`src/design/sld_pkg.sv`:
```
package sld_pkg;

  // Sizes of the display store and the panel
  localparam int MEM_BYTES = 40;
  localparam int MEM_BYTES_FOUR = 22;
  localparam int NUM_COMMONS = 8;
  localparam int NUM_SEGMENTS = 44;
  localparam int SLOT_CYCLES_DEF = 64;

  // Register map, byte addresses
  localparam logic [11:0] CTRL_OFF = 12'h000;
  localparam logic [11:0] STAT_OFF = 12'h004;
  localparam logic [11:0] MEM_BASE = 12'h100;

  // Control word field positions
  localparam int CTRL_MODE_LSB = 2;
  localparam int CTRL_TRUN_BIT = 6;
  localparam int CTRL_FLAG_BIT = 8;
  localparam int CTRL_IEN_BIT = 9;
  localparam int CTRL_BIAS8_BIT = 12;

  // Status word field positions
  localparam int STAT_COM_LSB = 0;
  localparam int STAT_POL_BIT = 3;
  localparam int STAT_RUN_BIT = 4;
  localparam int STAT_DIV_BIT = 5;
  localparam int STAT_BIAS_LSB = 6;

  // Reset values
  localparam logic [2:0] MODE_RST = 3'h0;
  localparam logic TRUN_RST = 1'b0;
  localparam logic BIAS8_RST = 1'b1;
  localparam logic IEN_RST = 1'b0;
  localparam logic FLAG_RST = 1'b0;
  localparam logic [31:0] RDATA_RST = 32'h0000_0000;

  // Display mode codes; any code with the top bit set is eight-common
  localparam logic [2:0] MODE_OFF = 3'h0;
  localparam logic [2:0] MODE_DUTY2 = 3'h1;
  localparam logic [2:0] MODE_DUTY3 = 3'h2;
  localparam logic [2:0] MODE_DUTY4 = 3'h3;
  localparam logic [2:0] MODE_DUTY8 = 3'h4;

  typedef enum logic [2:0] {
    SYS_RUN = 3'h0,
    SYS_SLEEP = 3'h1,
    SYS_TIMER = 3'h2,
    SYS_RTC = 3'h3,
    SYS_STOP = 3'h4,
    SYS_DS_RTC = 3'h5,
    SYS_DS_STOP = 3'h6
  } sld_sysmode_t;

  typedef enum logic [1:0] {
    BIAS_NONE = 2'h0,
    BIAS_HALF = 2'h1,
    BIAS_THIRD = 2'h2,
    BIAS_QUARTER = 2'h3
  } sld_bias_t;

  typedef struct packed {
    logic [NUM_COMMONS-1:0] commonSelect;
    logic [NUM_COMMONS-1:0] commonUsed;
    logic [NUM_SEGMENTS-1:0] segmentSelect;
    logic framePolarity;
    sld_bias_t bias;
    logic dividerOn;
  } sld_drive_t;

endpackage

```
`src/design/sld_display_mem.sv`:
```
`timescale 1ns/1ps
module sld_display_mem #(
  parameter int DEPTH = 40,
  parameter int WIDTH = 8,
  parameter int AW = 6
) (
  input wire logic clk,
  input wire logic writeEn,
  input wire logic [AW-1:0] writeAddr,
  input wire logic [WIDTH-1:0] writeData,
  input wire logic [AW-1:0] busAddr,
  output logic [WIDTH-1:0] busData,
  input wire logic [AW-1:0] scanAddr,
  output logic [WIDTH-1:0] scanData
);

  logic [WIDTH-1:0] store [DEPTH];

  // Two independent read ports so the scan never waits on software
  always_ff @(posedge clk) begin
    if (writeEn) begin
      store[writeAddr] <= writeData;
    end
    busData <= store[busAddr];
    scanData <= store[scanAddr];
  end

endmodule

```
`src/design/sld_timing.sv`:
```
`timescale 1ns/1ps
module sld_timing #(
  parameter int SLOT_CYCLES = 64
) (
  input wire logic clk,
  input wire logic reset,
  input wire logic run,
  input wire logic [2:0] lastCom,
  output logic slotStart,
  output logic [2:0] comIdx,
  output logic evenFrame,
  output logic cycleDone
);

  localparam int CW = $clog2(SLOT_CYCLES);
  localparam logic [CW-1:0] SLOT_LAST = CW'(SLOT_CYCLES - 1);

  typedef enum logic [1:0] {
    TG_IDLE = 2'b00,
    TG_ODD = 2'b01,
    TG_EVEN = 2'b11
  } sld_tg_state_t;

  sld_tg_state_t state_reg, state_next;
  logic [CW-1:0] slot_reg;
  logic [2:0] com_reg;

  wire slotEnd = (slot_reg == SLOT_LAST);
  wire frameEnd = slotEnd && (com_reg == lastCom);

  always_comb begin
    state_next = state_reg;
    unique case (state_reg)
      TG_IDLE: state_next = TG_ODD;
      TG_ODD: if (frameEnd) state_next = TG_EVEN;
      TG_EVEN: if (frameEnd) state_next = TG_ODD;
      default: state_next = TG_IDLE;
    endcase
    if (!run) begin
      state_next = TG_IDLE;
    end
  end

  always_ff @(posedge clk or posedge reset) begin
    if (reset) begin
      state_reg <= TG_IDLE;
      slot_reg <= '0;
      com_reg <= 3'h0;
    end else begin
      state_reg <= state_next;
      slot_reg <= (state_reg == TG_IDLE || slotEnd) ? '0 : slot_reg + 1'b1;
      if (state_reg == TG_IDLE || frameEnd) begin
        com_reg <= 3'h0;
      end else if (slotEnd) begin
        com_reg <= com_reg + 3'h1;
      end
    end
  end

  assign comIdx = com_reg;
  assign evenFrame = (state_reg == TG_EVEN);
  assign slotStart = run && (slot_reg == '0) && (state_reg != TG_IDLE);
  assign cycleDone = run && frameEnd && (state_reg == TG_EVEN);

endmodule

```
`src/design/sld_drive_sequencer.sv`:
```
// Our own choices: the register offsets and the APB slave port.
`timescale 1ns/1ps
// How it works
// - Codes 001, 010, 011: four commons at 1/2, 1/3, 1/4 duty; bias fixed.
// - Code 100 gives eight commons; bias bit picks 1/3 or 1/4 bias.
// - Scan runs in run and sleep states, and in timer state only if the timer-run bit is set; halts in all others.
// - In timer state with the timer-run bit set the display keeps going; no interrupt leaves in timer state.
// - Drive is an AC pattern of two consecutive frames.
// - Eight-common mode scans all commons 0 to 7.
// - At 1/2 duty only commons 0 and 1 scan.
// - At 1/3 duty commons 0 to 2 scan, common 3 idle.
// - Every finished drive cycle sets the flag, enable or not.
// - Flag and enable both set raise the interrupt request.
// - Writing 0 to the flag clears it; handlers must do so.
// - Store holds 40 bytes; four-common mode uses the first 22.
// - Each common slot fetches the store and updates segments with it.
// - A 1 bit selects its segment in that slot, 0 leaves it unselected.
// - Software access to the store never stalls nor disturbs the scan.
// - Every byte stays plain read/write storage.
// - Eight-common: byte k drives segment k, bit j for common j.
// - Four-common: byte k low nibble segment 2k, high nibble 2k+1.
// - Nibble bits beyond the active commons are ignored.
// - Code 000 halts drive and turns the divider path off.
// - Second frame is the polarity-inverted first frame.
module sld_drive_sequencer
  import sld_pkg::*;
#(
  parameter int SLOT_CYCLES = sld_pkg::SLOT_CYCLES_DEF
) (
  input wire logic clk,
  input wire logic reset,
  input wire logic psel,
  input wire logic penable,
  input wire logic pwrite,
  input wire logic [11:0] paddr,
  input wire logic [31:0] pwdata,
  output logic [31:0] prdata,
  output logic pready,
  output logic pslverr,
  input wire sld_pkg::sld_sysmode_t sysMode,
  output sld_pkg::sld_drive_t panelDrive,
  output logic cycleIrq
);

  // Codes above 100 fall to the default and decode as eight-common
  function automatic logic [2:0] lastCommon(input logic [2:0] mode);
    unique case (mode)
      MODE_OFF: return 3'h0;
      MODE_DUTY2: return 3'h1;
      MODE_DUTY3: return 3'h2;
      MODE_DUTY4: return 3'h3;
      default: return 3'h7;
    endcase
  endfunction

  function automatic logic [7:0] usedCommons(input logic [2:0] mode);
    unique case (mode)
      MODE_OFF: return 8'h00;
      MODE_DUTY2: return 8'h03;
      MODE_DUTY3: return 8'h07;
      MODE_DUTY4: return 8'h0F;
      default: return 8'hFF;
    endcase
  endfunction

  function automatic sld_bias_t biasFor(input logic [2:0] mode,
                                        input logic bias8);
    unique case (mode)
      MODE_OFF: return BIAS_NONE;
      MODE_DUTY2: return BIAS_HALF;
      MODE_DUTY3: return BIAS_THIRD;
      MODE_DUTY4: return BIAS_THIRD;
      default: return bias8 ? BIAS_QUARTER : BIAS_THIRD;
    endcase
  endfunction

  function automatic logic [6:0] memSlot(input logic [11:0] a);
    logic [11:0] off;
    off = a - MEM_BASE;
    return {(a >= MEM_BASE) && (off[11:2] < 10'(MEM_BYTES))
            && (off[1:0] == 2'b00), off[7:2]};
  endfunction

  function automatic logic [NUM_SEGMENTS-1:0] placeByte(
    input logic [NUM_SEGMENTS-1:0] acc,
    input logic [5:0] idx,
    input logic [7:0] d,
    input logic [2:0] com,
    input logic eight
  );
    logic [NUM_SEGMENTS-1:0] r;
    r = acc;
    if (eight) begin
      r[idx] = d[com];
    end else begin
      r[{idx[4:0], 1'b0}] = d[{1'b0, com[1:0]}];
      r[{idx[4:0], 1'b1}] = d[{1'b1, com[1:0]}];
    end
    return r;
  endfunction

  // Software-visible control state
  logic [2:0] mode_reg;
  logic timerRun_reg;
  logic bias8_reg;
  logic irqEn_reg;
  logic irqFlag_reg, irqFlag_next;
  logic cycleIrq_reg, cycleIrq_next;
  logic [31:0] regRead_reg, regRead_next;
  logic memRead_reg;

  // Scan pipeline state
  logic sweepBusy_reg;
  logic [5:0] sweepIdx_reg;
  logic rdValid_reg;
  logic rdLast_reg;
  logic [5:0] rdIdx_reg;
  logic [2:0] comLatch_reg;
  logic polLatch_reg;
  logic [NUM_SEGMENTS-1:0] segAcc_reg, segAcc_next;
  sld_drive_t drive_reg, drive_next;

  // Bus decode
  wire setupPhase = psel && !penable;
  wire accessPhase = psel && penable;
  wire [6:0] memHit = memSlot(paddr);
  wire isCtrl = (paddr == CTRL_OFF);
  wire isStat = (paddr == STAT_OFF);
  wire isMem = memHit[6];
  wire mapped = isCtrl || isStat || isMem;
  wire ctrlWrite = accessPhase && pwrite && isCtrl;
  wire memWrite = accessPhase && pwrite && isMem;
  wire [2:0] newMode = pwdata[CTRL_MODE_LSB +: 3];
  wire flagClear = ctrlWrite && !pwdata[CTRL_FLAG_BIT];
  wire modeChange = ctrlWrite && (newMode != mode_reg);

  // Power state and mode qualification
  wire inTimer = (sysMode == SYS_TIMER);
  wire powerOk = (sysMode == SYS_RUN) || (sysMode == SYS_SLEEP)
                 || (inTimer && timerRun_reg);
  wire displayOn = (mode_reg != MODE_OFF);
  wire running = displayOn && powerOk;
  wire eightMode = mode_reg[2];
  // A mode write drops run for one cycle so the scan restarts at common 0
  wire scanRun = running && !modeChange;
  wire [2:0] lastCom = lastCommon(mode_reg);
  wire [5:0] lastByte = eightMode ? 6'(MEM_BYTES - 1)
                                  : 6'(MEM_BYTES_FOUR - 1);

  wire slotStart;
  wire [2:0] comIdx;
  wire evenFrame;
  wire cycleDone;
  wire [7:0] busByte;
  wire [7:0] scanByte;

  sld_timing #(
    .SLOT_CYCLES(SLOT_CYCLES)
  ) u_timing (
    .clk(clk),
    .reset(reset),
    .run(scanRun),
    .lastCom(lastCom),
    .slotStart(slotStart),
    .comIdx(comIdx),
    .evenFrame(evenFrame),
    .cycleDone(cycleDone)
  );

  // Separate scan port keeps bus traffic off the display path
  sld_display_mem #(
    .DEPTH(MEM_BYTES),
    .WIDTH(8),
    .AW(6)
  ) u_mem (
    .clk(clk),
    .writeEn(memWrite),
    .writeAddr(memHit[5:0]),
    .writeData(pwdata[7:0]),
    .busAddr(memHit[5:0]),
    .busData(busByte),
    .scanAddr(sweepIdx_reg),
    .scanData(scanByte)
  );

  // Zero wait states: the dual-port store never makes the bus wait
  assign pready = 1'b1;
  assign pslverr = accessPhase && !mapped;
  assign prdata = memRead_reg ? {24'h00_0000, busByte} : regRead_reg;

  // Set wins over a clear landing in the same cycle
  always_comb begin
    irqFlag_next = irqFlag_reg;
    if (flagClear) begin
      irqFlag_next = 1'b0;
    end
    if (cycleDone) begin
      irqFlag_next = 1'b1;
    end
  end

  // Flag still records cycles in timer state; only the request is held
  assign cycleIrq_next = irqFlag_next && irqEn_reg
                         && !inTimer;

  // Word captured in setup, so the access cycle reads a flop
  always_comb begin
    regRead_next = RDATA_RST;
    if (setupPhase && isCtrl) begin
      regRead_next[CTRL_MODE_LSB +: 3] = mode_reg;
      regRead_next[CTRL_TRUN_BIT] = timerRun_reg;
      regRead_next[CTRL_FLAG_BIT] = irqFlag_reg;
      regRead_next[CTRL_IEN_BIT] = irqEn_reg;
      regRead_next[CTRL_BIAS8_BIT] = bias8_reg;
    end else if (setupPhase && isStat) begin
      regRead_next[STAT_COM_LSB +: 3] = drive_reg.commonSelect == 8'h00
                                        ? 3'h0 : comLatch_reg;
      regRead_next[STAT_POL_BIT] = drive_reg.framePolarity;
      regRead_next[STAT_RUN_BIT] = running;
      regRead_next[STAT_DIV_BIT] = drive_reg.dividerOn;
      regRead_next[STAT_BIAS_LSB +: 2] = drive_reg.bias;
    end else if (accessPhase) begin
      regRead_next = regRead_reg;
    end
  end

  always_ff @(posedge clk or posedge reset) begin
    if (reset) begin
      mode_reg <= MODE_RST;
      timerRun_reg <= TRUN_RST;
      bias8_reg <= BIAS8_RST;
      irqEn_reg <= IEN_RST;
    end else if (ctrlWrite) begin
      mode_reg <= newMode;
      timerRun_reg <= pwdata[CTRL_TRUN_BIT];
      bias8_reg <= pwdata[CTRL_BIAS8_BIT];
      irqEn_reg <= pwdata[CTRL_IEN_BIT];
    end
  end

  always_ff @(posedge clk or posedge reset) begin
    if (reset) begin
      irqFlag_reg <= FLAG_RST;
      cycleIrq_reg <= 1'b0;
      regRead_reg <= RDATA_RST;
      memRead_reg <= 1'b0;
    end else begin
      irqFlag_reg <= irqFlag_next;
      cycleIrq_reg <= cycleIrq_next;
      regRead_reg <= regRead_next;
      memRead_reg <= psel && !pwrite && isMem;
    end
  end

  assign cycleIrq = cycleIrq_reg;

  // Fetch sweep: every slot reads all live bytes, one per cycle
  wire sweepEnd = sweepBusy_reg && (sweepIdx_reg == lastByte);

  always_ff @(posedge clk or posedge reset) begin
    if (reset) begin
      sweepBusy_reg <= 1'b0;
      sweepIdx_reg <= 6'h00;
      comLatch_reg <= 3'h0;
      polLatch_reg <= 1'b0;
    end else if (!scanRun) begin
      sweepBusy_reg <= 1'b0;
      sweepIdx_reg <= 6'h00;
    end else if (slotStart) begin
      sweepBusy_reg <= 1'b1;
      sweepIdx_reg <= 6'h00;
      comLatch_reg <= comIdx;
      polLatch_reg <= evenFrame;
    end else if (sweepBusy_reg) begin
      sweepBusy_reg <= !sweepEnd;
      sweepIdx_reg <= sweepEnd ? 6'h00 : sweepIdx_reg + 6'h01;
    end
  end

  always_ff @(posedge clk or posedge reset) begin
    if (reset) begin
      rdValid_reg <= 1'b0;
      rdLast_reg <= 1'b0;
      rdIdx_reg <= 6'h00;
    end else begin
      rdValid_reg <= scanRun && sweepBusy_reg;
      rdLast_reg <= scanRun && sweepEnd;
      rdIdx_reg <= sweepIdx_reg;
    end
  end

  // Only the bit for the latched common is picked, so unused bits are inert
  always_comb begin
    segAcc_next = segAcc_reg;
    if (slotStart) begin
      segAcc_next = '0;
    end else if (rdValid_reg) begin
      segAcc_next = placeByte(segAcc_reg, rdIdx_reg, scanByte,
                              comLatch_reg,
                              eightMode);
    end
  end

  always_ff @(posedge clk or posedge reset) begin
    if (reset) begin
      segAcc_reg <= '0;
    end else begin
      segAcc_reg <= segAcc_next;
    end
  end

  // Common and segments change together once the sweep has finished
  always_comb begin
    drive_next = drive_reg;
    drive_next.bias = biasFor(mode_reg, bias8_reg);
    drive_next.dividerOn = displayOn;
    drive_next.commonUsed = usedCommons(mode_reg);
    // Stale common of the old mode must not outlive a mode write
    if (!running || modeChange) begin
      drive_next.commonSelect = 8'h00;
      drive_next.segmentSelect = '0;
      drive_next.framePolarity = 1'b0;
    end else if (rdLast_reg) begin
      drive_next.commonSelect = 8'h01 << comLatch_reg;
      drive_next.segmentSelect = segAcc_next;
      drive_next.framePolarity = polLatch_reg;
    end
  end

  always_ff @(posedge clk or posedge reset) begin
    if (reset) begin
      drive_reg <= '0;
    end else begin
      drive_reg <= drive_next;
    end
  end

  assign panelDrive = drive_reg;

endmodule

```
`config.mk`:
```
export PLATFORM = sky130hd
export DESIGN_NAME = sld_drive_sequencer
export DESIGN_NICKNAME = d
export VERILOG_FILES = /design/src/design/sld_pkg.sv /design/src/design/sld_display_mem.sv /design/src/design/sld_timing.sv /design/src/design/sld_drive_sequencer.sv
export SDC_FILE = /design/constraint.sdc
export NUM_CORES = 1
export LEC_CHECK = 0
export BUFFER_PORTS_ARGS = -buffer_cell sky130_fd_sc_hd__buf_2
export CORE_MARGIN = 10
export CORE_UTILIZATION = 45
export CTS_CLUSTER_DIAMETER = 100
export DETAILED_ROUTE_END_ITERATION = 8
export PLACE_DENSITY = 0.7
export SYNTH_ARGS = -nofsm -noshare
export SYNTH_HDL_FRONTEND = slang
export SYNTH_HIERARCHICAL = 1
export SYNTH_SLANG_ARGS = --single-unit
```
`constraint.sdc`:
```
create_clock -name clk -period 5.6 [get_ports clk]
set_clock_uncertainty 0.15 [all_clocks]
set_input_delay 0.56 -clock clk [delete_from_list [all_inputs] [get_ports clk]]
set_output_delay 0.56 -clock clk [all_outputs]
set_load 0.05 [all_outputs]
```
==> flow_metrics.tcl <==
set metrics [dict create \
    grt_use_total 0.207 \
    hp-start "pwdata[12]" \
    dp.cells 2533 \
    dp_hpwl_mm 43.9 \
    grt_start_max_net_pins 110 \
    r2r_slack_ns 1.66 \
    coreArea_um2 53800 \
    setup_tns_ns 0 \
    dr.first_iter.drc_count 2254 \
    cts_setup_buffers 0 \
    rows 85 \
    routed_wl_mm 68.3 \
    fin_cells 2624 \
    cts_tree "done" \
    synth-async-reset-ratio 0.314 \
    die_h_um 253 \
    fin_nets 1946 \
    cp_data_arrival_time_ns 4.31 \
    area_growth_pct 9.91 \
    synth_top_area_cell "edfxtp_1" \
    wl_met1_mm 28.2 \
    endpoint_kind "flip-flop" \
    yosysWarnings 6 \
    die_area_um2 64000 \
    cts-htree-levels 2 \
    portBuffers 107 \
    ys_seq_elements 490 \
    synth-edff-count 320 \
    yosysSeqAreaShare 0.564 \
    first_pass_iters 6 \
    final-hold-violation-count 0 \
    syn_inst 1850 \
    worstHoldPathType "input port to flip-flop" \
    post-route-min-period_ns 3.94 \
    antenna_cells 0 \
    via_per_inst 6.50 \
    synthTopCellsByCount "320 x edfxtp_1, 264 x mux2i_1, 153 x dfrtp_1" \
    clk_latency_ns 0.63 \
    r2r-end "panelDrive[28]" \
    finalSetupViolations 0 \
    wl_per_cell_um 26.0 \
    irDropWorstVdd_v 0.000282 \
    start_util 0.454 \
    drive_gt1_frac 0.186 \
    critPathKind "flip-flop to flip-flop" \
    dp_slack_ns 1.23 \
    ant_nets 0 \
    top_layer "met4" \
    final-max-slew-violation-count 0 \
    fp.dieW_um 253 \
    crit_fanout 27 \
    relSlewSlack 0.0664 \
    r2r-start "rdValid_reg" \
    min_to "bias8_reg" \
    wl_met2_mm 33.4 \
    fmax_mhz 254 \
    yosys-top-cells-area "edfxtp_1 39%, dfrtp_1 16%, mux2i_1 11%" \
    min_period_over_period 0.704 \
    clock_sinks 490 \
    critPathLaunchType "flip-flop" \
    synth-main-ff-cell "edfxtp_1" \
    largest_reg_flops 320 \
    place_congestion 0.887 \
    numCtsBuffers 50 \
    netlist_area_um2 24400 \
    tightest_slew_ns 1.38 \
    maxCapViolCount 0 \
    clockBufferDepth 3 \
    dpl_cell_area_um2 25200 \
    antenna_found_initial 0 \
    required_ns 5.97 \
    final_area_um2 26800 \
    power_density_nw_per_um2 283 \
    setup_ws_ns 1.66 \
    hold_ws_ns 0.0364 \
    ioPinCount 151 \
    min_path_cells 2 \
    cts_root_buf "clkbuf_16" \
    overflow 0 \
    leakage_uw 0.00985 \
    dr_wl_met3_mm 4.87 \
    syn_avg_cell_area_um2 13.2 \
    ys_types 86 \
    drc 0 \
    rsz0062_at_grt "no" \
    grt_pass1_wl_mm 103 \
    yosys.cell_count.top_type "edfxtp_1" \
    yosys.area.top_type_share 0.393 \
    status "completed" \
    vias 17100 \
    rr_worst_depth 5 \
    clk_pin_slew_ns 0.06 \
    grt_pass1_vias 16600 \
]
## stage by stage
stage | util | power, uW
floorplan | - | 4170
global placement | 0.468 | 4260
detailed placement | 0.468 | 4270
CTS | 0.499 | 7630
global route | 0.499 | 7800
finish | 0.499 | 7590
## power breakdown
group | switching, uW | total (uW) | leakage [uW] | internal [uW]
logic | 238 | 329 | 0.00401 | 90.6
clock network | 1430 | 3390 | 0.000809 | 1960
registers | 2.82 | 3870 | 0.00504 | 3870
## how the worst max path moves through the flow
stage | endpoint | cells after the start | from | slack, ns
finish | panelDrive[28] | 5 | rdValid_reg | 1.66
global placement | panelDrive[45] | 13 | paddr[2] | 1.28
global route | panelDrive[45] | 12 | mode_reg[1] | 1.58
CTS | panelDrive[28] | 5 | rdValid_reg | 1.85
detailed placement | panelDrive[28] | 13 | paddr[2] | 1.23
floorplan | comLatch_reg[0] | 1 | reset | 1.05
## repair_timing
action	in CTS	in global routing
hold buffers	1	0
endpoints found under the hold margin	11	0
gates resized for setup	0	0
## routing by layer
metal,GRT usage,vias up
li1,-,7328
met1,0.274,8779
met2,0.347,847
met3,0.0280,104
met4,0.0697,0
met5,0,-
## layout by cell type, fill, tap and decap left out, types with 17 or more instances in the layout
cell type	instances
edfxtp_1	320
mux2_2	33
buf_2	106
dfrtp_1	152
buf_4	30
a21oi_1	81
a31oi_1	43
nand3_1	37
nand2_1	59
conb_1	22
a221oi_2	26
mux2i_1	264
inv_1	28
a22oi_1	68
clkbuf_16	50
a22o_1	52
a311oi_1	23
o22ai_1	17
nor2_1	123
o2bb2ai_1	29
mux4_2	36
## critical path, stage by stage, from the launching register on
cell and delay [ns]:
dfrtp_1 0.92, clkinv_1 0.98, or3_1 0.65, nor2_1 0.62, a222oi_1 0.29, o2bb2ai_1 0.22
## area by class of cell
class,count,area [um^2]
Fill cell,4562,27000
Timing Repair Buffer,141,840
Sequential cell,490,13800
Tap cell,696,871
Inverter,32,125
Clock inverter,25,327
Clock buffer,65,1330
Multi-Input combinational cell,1175,9570
## kinds of logic (layout without fill, tap and decap cells)
family	Yosys count	in the layout	synth area share
other	2	22	0.000307
buffers and inverters	205	263	0.0480
xor gates and xnor gates	10	10	0.00359
adders and majority gates	4	4	0.00205
DFF	490	490	0.564
and+or+nand+nor	350	350	0.0725
muxes	338	338	0.160
AOI/OAI and AO/OA	451	451	0.150
(Power assumes the default switching activity.)
